[config.mk]
export PLATFORM = sky130hd
export DESIGN_NAME = loss_of_signal_status
export DESIGN_NICKNAME = d
export VERILOG_FILES = /design/src/hdl/loss_of_signal_status.v /design/src/hdl/digital_los_detector.v /design/src/hdl/analog_los_tracker.v
export VERILOG_INCLUDE_DIRS = /design/src /design/src/inc
export SDC_FILE = /design/constraint.sdc
export NUM_CORES = 2
export LEC_CHECK = 0
export ABC_AREA = 1
export BUFFER_PORTS_ARGS = -buffer_cell sky130_fd_sc_hd__buf_2
export CELL_PAD_IN_SITES_DETAIL_PLACEMENT = 2
export CELL_PAD_IN_SITES_GLOBAL_PLACEMENT = 2
export CORE_MARGIN = 10
export CORE_UTILIZATION = 38
export CTS_BUF_LIST = sky130_fd_sc_hd__clkbuf_16
export DETAILED_ROUTE_END_ITERATION = 16
export PLACE_DENSITY_LB_ADDON = 0.1
export SYNTH_ARGS = -nofsm -noshare
export SYNTH_HDL_FRONTEND = slang
export SYNTH_SLANG_ARGS = --single-unit
[constraint.sdc]
create_clock -name aclk -period 4.1 [get_ports aclk]
set_clock_uncertainty 0.05 [all_clocks]
set_input_delay 0.41 -clock aclk [delete_from_list [all_inputs] [get_ports aclk]]
set_output_delay 0.41 -clock aclk [all_outputs]
set_load 0.02 [all_outputs]
[src/inc/los_defines.vh]
// Purpose: constants shared by the loss-of-signal status block
// Assumes: byte addresses on a 32-bit register bus
// Notes:   definitions only
`ifndef LOS_DEFINES_VH
`define LOS_DEFINES_VH

// ---------------------------------------------------------------
// register offsets (byte addresses)
// ---------------------------------------------------------------
`define LOS_OFF_CTRL      8'h00
`define LOS_OFF_IRQ_STAT  8'h04
`define LOS_OFF_IRQ_MASK  8'h08
`define LOS_OFF_ALARM0    8'h10

// ---------------------------------------------------------------
// line_alarm_status field positions
// ---------------------------------------------------------------
`define LOS_BIT_DIGITAL   5
`define LOS_BIT_ANALOG    4
`define LOS_BIT_COMBINED  1

// ---------------------------------------------------------------
// reset values
// ---------------------------------------------------------------
`define LOS_RST_CTRL      32'h0000_0000
`define LOS_RST_MASK      32'h0000_0000

// ---------------------------------------------------------------
// detector figures
// ---------------------------------------------------------------
// 160 bit periods without a pulse
`define LOS_RUN_BITS      16'h00A0
// clear at 33 percent pulse density
`define LOS_DENS_PCT      33
// sliding density window, bit periods
`define LOS_DENS_WIN      32

// ---------------------------------------------------------------
// bus responses
// ---------------------------------------------------------------
`define LOS_RESP_OKAY     2'h0
`define LOS_RESP_SLVERR   2'h2

`endif

[src/hdl/loss_of_signal_status.v]
// Purpose: per-channel loss-of-signal detection with alarm status registers
// Assumes: one clock; line inputs synchronous to aclk; AXI4-Lite slave
// Notes:   one read-only line_alarm_status word per channel
//
// Contract
// - digital declares after 160 pulseless bits
// - digital clears at 33 percent density
// - bit 5 shows digital detector state
// - bit 4 shows analog detector state
// - analog declares below declare threshold
// - analog clears only above clear threshold
// - channel state is analog OR digital
// - bit 1 shows combined channel state
// - E3 mode uses E3 detector instead
`timescale 1ns/1ps
`include "los_defines.vh"

module loss_of_signal_status #(
  parameter        CHANNELS = 12,
  parameter        ADDR_W   = 8,
  parameter [15:0] RUN_BITS = `LOS_RUN_BITS,
  parameter        DENS_WIN = `LOS_DENS_WIN
) (
  input  wire                aclk,
  input  wire                aresetn,
  input  wire [ADDR_W-1:0]   s_axi_awaddr,
  input  wire [2:0]          s_axi_awprot,
  input  wire                s_axi_awvalid,
  output reg                 s_axi_awready,
  input  wire [31:0]         s_axi_wdata,
  input  wire [3:0]          s_axi_wstrb,
  input  wire                s_axi_wvalid,
  output reg                 s_axi_wready,
  output reg  [1:0]          s_axi_bresp,
  output reg                 s_axi_bvalid,
  input  wire                s_axi_bready,
  input  wire [ADDR_W-1:0]   s_axi_araddr,
  input  wire [2:0]          s_axi_arprot,
  input  wire                s_axi_arvalid,
  output reg                 s_axi_arready,
  output reg  [31:0]         s_axi_rdata,
  output reg  [1:0]          s_axi_rresp,
  output reg                 s_axi_rvalid,
  input  wire                s_axi_rready,
  input  wire [CHANNELS-1:0] bit_en,
  input  wire [CHANNELS-1:0] line_pulse,
  input  wire [CHANNELS-1:0] amp_below_declare,
  input  wire [CHANNELS-1:0] amp_above_clear,
  input  wire [CHANNELS-1:0] e3_los_in,
  output reg  [CHANNELS-1:0] los_state,
  output reg                 irq
);

  // ---------------------------------------------------------------
  // derived constants
  // ---------------------------------------------------------------
  // least number of ones in the window that meets the density
  localparam        MIN_INT  = (`LOS_DENS_PCT * DENS_WIN + 99) / 100;
  localparam [15:0] MIN_ONES = MIN_INT[15:0];
  localparam        TOP_INT  = `LOS_OFF_ALARM0 + 4 * CHANNELS;
  localparam [ADDR_W-1:0] ALARM_TOP = TOP_INT[ADDR_W-1:0];
  localparam [ADDR_W-1:0] A_CTRL    = `LOS_OFF_CTRL;
  localparam [ADDR_W-1:0] A_STAT    = `LOS_OFF_IRQ_STAT;
  localparam [ADDR_W-1:0] A_MASK    = `LOS_OFF_IRQ_MASK;
  localparam [ADDR_W-1:0] A_ALARM0  = `LOS_OFF_ALARM0;
  localparam [31:0]       RST_CTRL  = `LOS_RST_CTRL;
  localparam [31:0]       RST_MASK  = `LOS_RST_MASK;

  // ---------------------------------------------------------------
  // software-visible state
  // ---------------------------------------------------------------
  reg  [CHANNELS-1:0]   e3_mode;
  reg  [CHANNELS-1:0]   irq_mask;
  reg  [CHANNELS-1:0]   irq_status;
  reg  [CHANNELS-1:0]   next_irq_status;
  wire [CHANNELS-1:0]   dig_los;
  wire [CHANNELS-1:0]   ana_los;
  wire [CHANNELS-1:0]   next_los;
  wire [8*CHANNELS-1:0] alarm_flat;

  // ---------------------------------------------------------------
  // per-channel detectors
  // ---------------------------------------------------------------
  genvar i;
  generate
    for (i = 0; i < CHANNELS; i = i + 1) begin : g_ch
      digital_los_detector #(
        .RUN_BITS (RUN_BITS),
        .WIN      (DENS_WIN),
        .MIN_ONES (MIN_ONES)
      ) u_dig (
        .aclk    (aclk),
        .aresetn (aresetn),
        .bit_en  (bit_en[i]),
        .pulse   (line_pulse[i]),
        .los     (dig_los[i])
      );

      analog_los_tracker u_ana (
        .aclk          (aclk),
        .aresetn       (aresetn),
        .below_declare (amp_below_declare[i]),
        .above_clear   (amp_above_clear[i]),
        .los           (ana_los[i])
      );

      assign next_los[i] = e3_mode[i] ? e3_los_in[i] : (dig_los[i] | ana_los[i]);

      assign alarm_flat[8*i+7:8*i] = {2'h0, dig_los[i], ana_los[i], 2'h0, los_state[i], 1'b0};
    end
  endgenerate

  // ---------------------------------------------------------------
  // combined state and change events
  // ---------------------------------------------------------------
  wire [CHANNELS-1:0] los_change = next_los ^ los_state;

  always @(posedge aclk) begin
    if (!aresetn)
      los_state <= {CHANNELS{1'b0}};
    else
      los_state <= next_los;
  end

  // ---------------------------------------------------------------
  // write channel
  // ---------------------------------------------------------------
  reg  [ADDR_W-1:0] wr_addr;
  reg  [31:0]       wr_data;
  reg  [3:0]        wr_strb;
  reg               aw_held;
  reg               w_held;
  wire              wr_go = aw_held & w_held & ~s_axi_bvalid;
  wire [31:0]       wr_mask = {{8{wr_strb[3]}}, {8{wr_strb[2]}}, {8{wr_strb[1]}}, {8{wr_strb[0]}}};
  wire [31:0]       ctrl_word = {{(32-CHANNELS){1'b0}}, e3_mode};
  wire [31:0]       mask_word = {{(32-CHANNELS){1'b0}}, irq_mask};
  wire [31:0]       ctrl_new = (ctrl_word & ~wr_mask) | (wr_data & wr_mask);
  wire [31:0]       mask_new = (mask_word & ~wr_mask) | (wr_data & wr_mask);
  wire              wr_alarm = (wr_addr >= A_ALARM0) && (wr_addr < ALARM_TOP);
  wire              wr_known = (wr_addr[ADDR_W-1:2] == A_CTRL[ADDR_W-1:2]) ||
                               (wr_addr[ADDR_W-1:2] == A_STAT[ADDR_W-1:2]) ||
                               (wr_addr[ADDR_W-1:2] == A_MASK[ADDR_W-1:2]) || wr_alarm;

  always @(posedge aclk) begin
    if (!aresetn) begin
      s_axi_awready <= 1'b1;
      s_axi_wready  <= 1'b1;
      s_axi_bvalid  <= 1'b0;
      s_axi_bresp   <= `LOS_RESP_OKAY;
      aw_held       <= 1'b0;
      w_held        <= 1'b0;
      wr_addr       <= {ADDR_W{1'b0}};
      wr_data       <= 32'h0000_0000;
      wr_strb       <= 4'h0;
      e3_mode       <= RST_CTRL[CHANNELS-1:0];
      irq_mask      <= RST_MASK[CHANNELS-1:0];
    end else begin
      if (s_axi_awvalid && s_axi_awready) begin
        wr_addr       <= s_axi_awaddr;
        aw_held       <= 1'b1;
        s_axi_awready <= 1'b0;
      end
      if (s_axi_wvalid && s_axi_wready) begin
        wr_data      <= s_axi_wdata;
        wr_strb      <= s_axi_wstrb;
        w_held       <= 1'b1;
        s_axi_wready <= 1'b0;
      end
      if (wr_go) begin
        s_axi_bvalid <= 1'b1;
        s_axi_bresp  <= wr_known ? `LOS_RESP_OKAY : `LOS_RESP_SLVERR;
        // status words are read-only; writes there are dropped
        if (wr_addr[ADDR_W-1:2] == A_CTRL[ADDR_W-1:2])
          e3_mode <= ctrl_new[CHANNELS-1:0];
        if (wr_addr[ADDR_W-1:2] == A_MASK[ADDR_W-1:2])
          irq_mask <= mask_new[CHANNELS-1:0];
      end
      if (s_axi_bvalid && s_axi_bready) begin
        s_axi_bvalid  <= 1'b0;
        aw_held       <= 1'b0;
        w_held        <= 1'b0;
        s_axi_awready <= 1'b1;
        s_axi_wready  <= 1'b1;
      end
    end
  end

  // ---------------------------------------------------------------
  // read channel
  // ---------------------------------------------------------------
  reg  [31:0]       rd_word;
  reg               rd_known;
  reg  [ADDR_W-1:0] rd_off;
  integer           c;
  wire              rd_take = s_axi_arvalid & s_axi_arready;
  wire              rd_stat = rd_take && (s_axi_araddr[ADDR_W-1:2] == A_STAT[ADDR_W-1:2]);

  always @* begin
    rd_word  = 32'h0000_0000;
    rd_known = 1'b1;
    rd_off   = s_axi_araddr - A_ALARM0;
    if (s_axi_araddr[ADDR_W-1:2] == A_CTRL[ADDR_W-1:2]) begin
      rd_word = ctrl_word;
    end else if (s_axi_araddr[ADDR_W-1:2] == A_STAT[ADDR_W-1:2]) begin
      rd_word = {{(32-CHANNELS){1'b0}}, irq_status};
    end else if (s_axi_araddr[ADDR_W-1:2] == A_MASK[ADDR_W-1:2]) begin
      rd_word = mask_word;
    end else if ((s_axi_araddr >= A_ALARM0) && (s_axi_araddr < ALARM_TOP)) begin
      for (c = 0; c < CHANNELS; c = c + 1) begin
        if (rd_off[ADDR_W-1:2] == c[ADDR_W-3:0])
          rd_word = {24'h00_0000, alarm_flat[8*c+:8]};
      end
    end else begin
      rd_known = 1'b0;
    end
  end

  always @(posedge aclk) begin
    if (!aresetn) begin
      s_axi_arready <= 1'b1;
      s_axi_rvalid  <= 1'b0;
      s_axi_rdata   <= 32'h0000_0000;
      s_axi_rresp   <= `LOS_RESP_OKAY;
    end else begin
      if (rd_take) begin
        s_axi_arready <= 1'b0;
        s_axi_rvalid  <= 1'b1;
        s_axi_rdata   <= rd_word;
        s_axi_rresp   <= rd_known ? `LOS_RESP_OKAY : `LOS_RESP_SLVERR;
      end else if (s_axi_rvalid && s_axi_rready) begin
        s_axi_rvalid  <= 1'b0;
        s_axi_arready <= 1'b1;
      end
    end
  end

  // ---------------------------------------------------------------
  // interrupt status, mask and output
  // ---------------------------------------------------------------
  // a change in the same cycle as the clearing read stays set,
  // so no edge of the channel state is ever lost
  always @* begin
    next_irq_status = irq_status;
    if (rd_stat)
      next_irq_status = {CHANNELS{1'b0}};
    next_irq_status = next_irq_status | los_change;
  end

  always @(posedge aclk) begin
    if (!aresetn) begin
      irq_status <= {CHANNELS{1'b0}};
      irq        <= 1'b0;
    end else begin
      irq_status <= next_irq_status;
      irq        <= |(next_irq_status & irq_mask);
    end
  end

endmodule

[src/hdl/digital_los_detector.v]
// Purpose: digital loss-of-signal detector for one channel
// Assumes: bit_en marks one recovered bit period, pulse is its value
// Notes:   declares on a run of empty bits, clears on pulse density
`timescale 1ns/1ps
`include "los_defines.vh"

module digital_los_detector #(
  parameter [15:0] RUN_BITS = `LOS_RUN_BITS,
  parameter        WIN      = `LOS_DENS_WIN,
  parameter [15:0] MIN_ONES = 16'h000B
) (
  input  wire aclk,
  input  wire aresetn,
  input  wire bit_en,
  input  wire pulse,
  output wire los
);

  localparam [1:0] ST_CLEAR    = 2'b01;
  localparam [1:0] ST_DECLARED = 2'b10;

  reg  [1:0]     state;
  reg  [1:0]     next_state;
  reg  [15:0]    run_cnt;
  reg  [15:0]    next_run;
  reg  [WIN-1:0] window;
  reg  [15:0]    ones;
  reg  [15:0]    next_ones;

  assign los = state[1];

  always @* begin
    next_run   = run_cnt;
    next_ones  = ones;
    next_state = state;
    if (bit_en) begin
      next_ones = ones + {15'h0000, pulse} - {15'h0000, window[WIN-1]};
      if (pulse)
        next_run = 16'h0000;
      else if (run_cnt != RUN_BITS)
        next_run = run_cnt + 16'h0001;
      case (state)
        ST_CLEAR: begin
          if (next_run == RUN_BITS)
            next_state = ST_DECLARED;
        end
        ST_DECLARED: begin
          if (next_ones >= MIN_ONES)
            next_state = ST_CLEAR;
        end
        default: next_state = ST_CLEAR;
      endcase
    end
  end

  always @(posedge aclk) begin
    if (!aresetn) begin
      state   <= ST_CLEAR;
      run_cnt <= 16'h0000;
      window  <= {WIN{1'b0}};
      ones    <= 16'h0000;
    end else begin
      state   <= next_state;
      run_cnt <= next_run;
      ones    <= next_ones;
      if (bit_en)
        window <= {window[WIN-2:0], pulse};
    end
  end

endmodule

[src/hdl/analog_los_tracker.v]
// Purpose: hysteresis latch for the analog loss-of-signal indication
// Assumes: front end flags amplitude below declare / above clear level
// Notes:   between the two thresholds the state holds
`timescale 1ns/1ps

module analog_los_tracker (
  input  wire aclk,
  input  wire aresetn,
  input  wire below_declare,
  input  wire above_clear,
  output reg  los
);

  always @(posedge aclk) begin
    if (!aresetn) begin
      los <= 1'b0;
    end else if (below_declare) begin
      los <= 1'b1;
    end else if (above_clear) begin
      los <= 1'b0;
    end
  end

endmodule

==> results.md <==
- In this run the cell area of the synthesized design comes to just under 50000 um^2.
- The filler cell count in the final layout is 15400.
- In the final layout, the share of cells above drive strength 1 is 0.0559.
- The H-tree was split into 3 levels.
- The path class of the tightest hold or removal check is input port to register.
- The via count of the first global-routing pass is between 50000 and 60000.
- The maximum number of pins on one net before global-route repair is 249.
- The post-layout instance count excluding filler cells is 9120.
- The number of rows created at floorplan is 131.
- The clock tree from TritonCTS is done.
- From synthesis to final layout, the design area changed by 12.0%.
- The die outline height is between 300 and 400 um.
- In this run, CTS created clock tree buffers numbering ~110.
- The post-CTS setup buffer count is 0.
- Summed over all layers, the routed wires come to 160 mm.
- In this run the static leakage power is between 20 and 25 nW.
- By area the synthesized netlist is led by sky130_fd_sc_hd__dfxtp_1 (36%), sky130_fd_sc_hd__nand2_1 (9.6%), sky130_fd_sc_hd__nor2_1 (9.5%), sky130_fd_sc_hd__o21ai_0 (8.5%), sky130_fd_sc_hd__inv_1 (6.4%).
- The width of the die is 379 um.
- Broken down by cell family, the worst path's largest delay share belongs to simple AND/OR/NAND/NOR gates.
- The slowest stage of the critical path belongs to the cell sky130_fd_sc_hd__fa_1.
- Each instance of the synthesized netlist takes up on average 6.69 um^2.
- The data arrival time of the critical path is 3.66 ns.
- The final hold violation count came to 0.
- The overall overflow remaining after global route is 0.
- The global-route total usage across every layer is 0.219.
- The endpoint kind of the worst setup timing path is a register.
- In this run, post-CTS repair resized a total of 0 instances.
- Across the VDD grid, the largest voltage drop is 0.325 mV.
- The tightest hold margin is between 0.07 and 0.08 ns.
- The summed area of non-filler cells in the final layout is roughly 55000 um^2.
- The number of unique standard cell types used by synthesis is 52.
- Setup violations remaining at the end of the flow were counted as 0.
- For this run, the post-layout net count is 7725.
- The post-synthesis sequential element count is 894.
- The setup TNS is 0 ns.
- The starting density of the core is 0.384.
- The area taken by multi-input logic gates is 26700 um^2.
- In this run the tightest slew margin relative to its limit is 0.188.
- The setup path with the least slack is of type register to register.
- The placed wire-length estimate is 110 mm.
- For this design the ratio of total power to cell area is 557 nW/um^2.
- Before antenna repair, the detailed router went through 6 iterations.
- For the pin with the worst max-slew slack, the measured transition is 1.22 ns.
- Once routing completed, OpenROAD measured the worst setup slack at 1.02 ns.
- The sequential cell area fraction in the yosys report is 0.365.
- The clock latency at the later pin of the worst-skew pair is 0.73 ns.
- The count of input and output buffers is ~120.
- In the final layout, flip-flops and latches occupy 17900 um^2.
- The run finished with clean final reports.
- The cell type with the highest occurrence count on the critical path is sky130_fd_sc_hd__inv_1.
- Max-cap violations in this run came to 0.
- The average wire per standard cell is 17.6 um.
- In this run the remaining antenna-violating nets after routing total 0.
- The placer congestion estimate is 0.838.
- The part of the cycle the worst path needs is 0.751.
- Counting both buffers and inverters, the worst setup path holds a total of 4.
- The standard cell area after detailed placement is 50900 um^2.
- The area of the core is between 100000 and 150000 um^2.
- The cell count after synthesis came out at 7334.
- During synthesis, Yosys emitted a total of 0 warnings.
- The total number of vias is 48800.
- The number of max-slew violations in the final report is 0.
- The achievable clock frequency is 325 MHz.
- The first global-routing pass estimated 269 mm of wire.
- For this run, design rule violations remaining after detail routing come to 0.
- In this run, the number of DRC markers left after iteration 0 of detailed routing was 1829.
- Of the post-synthesis cell area, the dominant cell type holds 0.365.
- For the worst setup path, the data required time is 4.68 ns.
- The count of placed standard cells including taps is 8869.
- The top-level port count is roughly 180.
- Setup repair after global routing left no endpoint under its margin.
- The final critical path time including I/O delays and setup is around 3 ns.
- On the worst path, the slowest cell contributes a delay of 0.43 ns.
- The critical path launch point type is a register.
- Walking the worst path, the cells encountered are inv_1 -> ha_1 -> inv_1 -> ha_1 -> inv_1 -> fa_1 -> inv_1 -> nand3_1 -> nand2_1 -> xor2_1 -> nand3_1 -> nor3_1 -> nand4_1 -> nand3_1 -> nand2_1 -> a21oi_1.
- The biggest area consumer among synthesized cells is sky130_fd_sc_hd__dfxtp_1.
- In this run the clock root is driven by a sky130_fd_sc_hd__clkbuf_16.
- The tree built by TritonCTS fans out to 894 sinks.
- In this run the deepest clock path goes through 3 buffers.
- After clock tree synthesis, the clock-pin slew on the worst setup and hold paths is 0.06 ns.
- The initial antenna violation count is 7.
- The via count normalized by instance count is 5.35.
- Prior to clock tree synthesis, the placed netlist has a worst setup slack of slightly above 1 ns.
- Along the worst path, the maximum fanout reaches 3.
- The die covers 144000 um^2.
stage by stage:
step,util,power (mW)
2_1_floorplan,-,18.2
3_3_place_gp,0.398,20.5
3_5_place_dp,0.398,21.1
4_1_cts,0.429,30.9
5_1_grt,0.430,33.0
6_report,0.430,30.6
final timing paths:
kind,startpoint,to,slack (ns),cells after the start
worst min register to register,g_ch[5].u_dig.ones[0],g_ch[5].u_dig.ones[0],0.41,2
worst max register to register,g_ch[2].u_dig.ones[0],g_ch[2].u_dig.state[1],1.02,16
worst min-delay path,line_pulse[7],g_ch[7].u_dig.run_cnt[5],0.07,4
worst max-delay path,g_ch[2].u_dig.ones[0],g_ch[2].u_dig.state[1],1.02,16
final cells by class:
cell class / count / area share
antenna: 4 / 0.000182
clock buffer: 111 / 0.0506
clock inverter: 78 / 0.0121
tap: 1662 / 0.0379
sequential: 894 / 0.326
timing repair buffer: 221 / 0.0278
multi-input combinational: 5292 / 0.487
inverter: 858 / 0.0587
sequential cells by signal (all words and copies together), names as in the netlist, 12 cells and up, named ones only:
name	cells
g_ch.u_dig.window	384
g_ch.u_dig.ones	192
g_ch.u_dig.run_cnt	192
g_ch.u_dig.state	24
g_ch.u_ana.los	12
irq_status	12
los_state	12
s_axi_rdata	12
wr_data	12
repair_timing:
action	4_1_cts	5_1_grt
hold buffers	58	0
hold endpoints to repair	48	0
setup endpoints to repair	0	0
synth_stat cells (all sizes together):
| master | count |
|---|---|
| and3 | 1 |
| o211ai | 122 |
| nand3 | 427 |
| nand2b | 1 |
| ha | 216 |
| nor2 | 1274 |
| clkbuf | 249 |
| nor3 | 68 |
| o21bai | 11 |
| o21ai | 863 |
| o31ai | 1 |
| a21boi | 4 |
| nor4 | 6 |
| a21oi | 583 |
| inv | 853 |
| nand4 | 161 |
| o22ai | 13 |
| xnor2 | 58 |
| a21o | 6 |
| clkinv | 5 |
| o21a | 11 |
| xor2 | 69 |
| a211oi | 27 |
| conb | 1 |
| dfxtp | 894 |
| or2 | 7 |
| nand2 | 1264 |
| fa | 12 |
| nand3b | 47 |
| a31oi | 17 |
| buf | 62 |
| o2111ai | 1 |
layer usage:
metal / global-route usage / share of wire / vias up
met5: 0 / 0.000081 / -
li1: - / - / 24100
met1: 0.271 / 0.45 / 24000
met3: 0.0305 / 0.033 / 209
met4: 0.0569 / 0.020 / 2
met2: 0.397 / 0.49 / 468
cell families (layout without fill, tap and decap cells):
| kind of cell | after synthesis | in the layout | share of synthesized area |
|---|---|---|---|
| buffers and inverters | 1169 | 1268 | 0.0915 |
| AND/OR/NAND/NOR | 3256 | 3256 | 0.280 |
| other | 1 | 26 | 0.0000765 |
| adder cells (fa/ha/maj) | 228 | 228 | 0.0600 |
| flip-flops | 894 | 894 | 0.365 |
| XOR/XNOR | 127 | 127 | 0.0227 |
| AO/OA/AOI/OAI | 1659 | 1659 | 0.181 |
power by group:
group | leakage (nW) | internal, mW | switching [mW]
logic | 15.7 | 3.68 | 7.11
registers | 7.39 | 9.54 | 0.691
clock network | 1.76 | 5.59 | 3.95
cells in the final DEF (no fill, tap or decap), types with 17 or more instances in the layout:
master / netlist / layout
sky130_fd_sc_hd__clkbuf_16: 0 / 111
sky130_fd_sc_hd__clkinv_2: 1 / 21
sky130_fd_sc_hd__xor2_1: 69 / 69
sky130_fd_sc_hd__clkinv_1: 4 / 24
sky130_fd_sc_hd__a21oi_1: 573 / 573
sky130_fd_sc_hd__inv_2: 19 / 18
sky130_fd_sc_hd__buf_4: 22 / 37
sky130_fd_sc_hd__conb_1: 1 / 22
sky130_fd_sc_hd__nand3_1: 421 / 421
sky130_fd_sc_hd__nor3_1: 58 / 58
sky130_fd_sc_hd__buf_2: 8 / 123
sky130_fd_sc_hd__a31oi_1: 17 / 17
sky130_fd_sc_hd__o21ai_0: 835 / 835
sky130_fd_sc_hd__xnor2_1: 58 / 58
sky130_fd_sc_hd__o21ai_1: 27 / 27
sky130_fd_sc_hd__nand4_1: 158 / 158
sky130_fd_sc_hd__nand2_1: 1256 / 1256
sky130_fd_sc_hd__nor2_2: 23 / 24
sky130_fd_sc_hd__inv_1: 834 / 853
sky130_fd_sc_hd__nand3b_1: 47 / 47
sky130_fd_sc_hd__a211oi_1: 27 / 27
sky130_fd_sc_hd__dlygate4sd3_1: 0 / 58
sky130_fd_sc_hd__o211ai_1: 121 / 121
sky130_fd_sc_hd__ha_1: 216 / 216
sky130_fd_sc_hd__nor2_1: 1241 / 1240
sky130_fd_sc_hd__dfxtp_1: 894 / 894
tightest hold or removal path, stage by stage:
cell and delay (ns):
sky130_fd_sc_hd__buf_2 0.17, sky130_fd_sc_hd__a21oi_2 0.06, sky130_fd_sc_hd__nor2_1 0.08, sky130_fd_sc_hd__a211oi_1 0.05
Note: power is estimated with default switching activity, not from simulation.
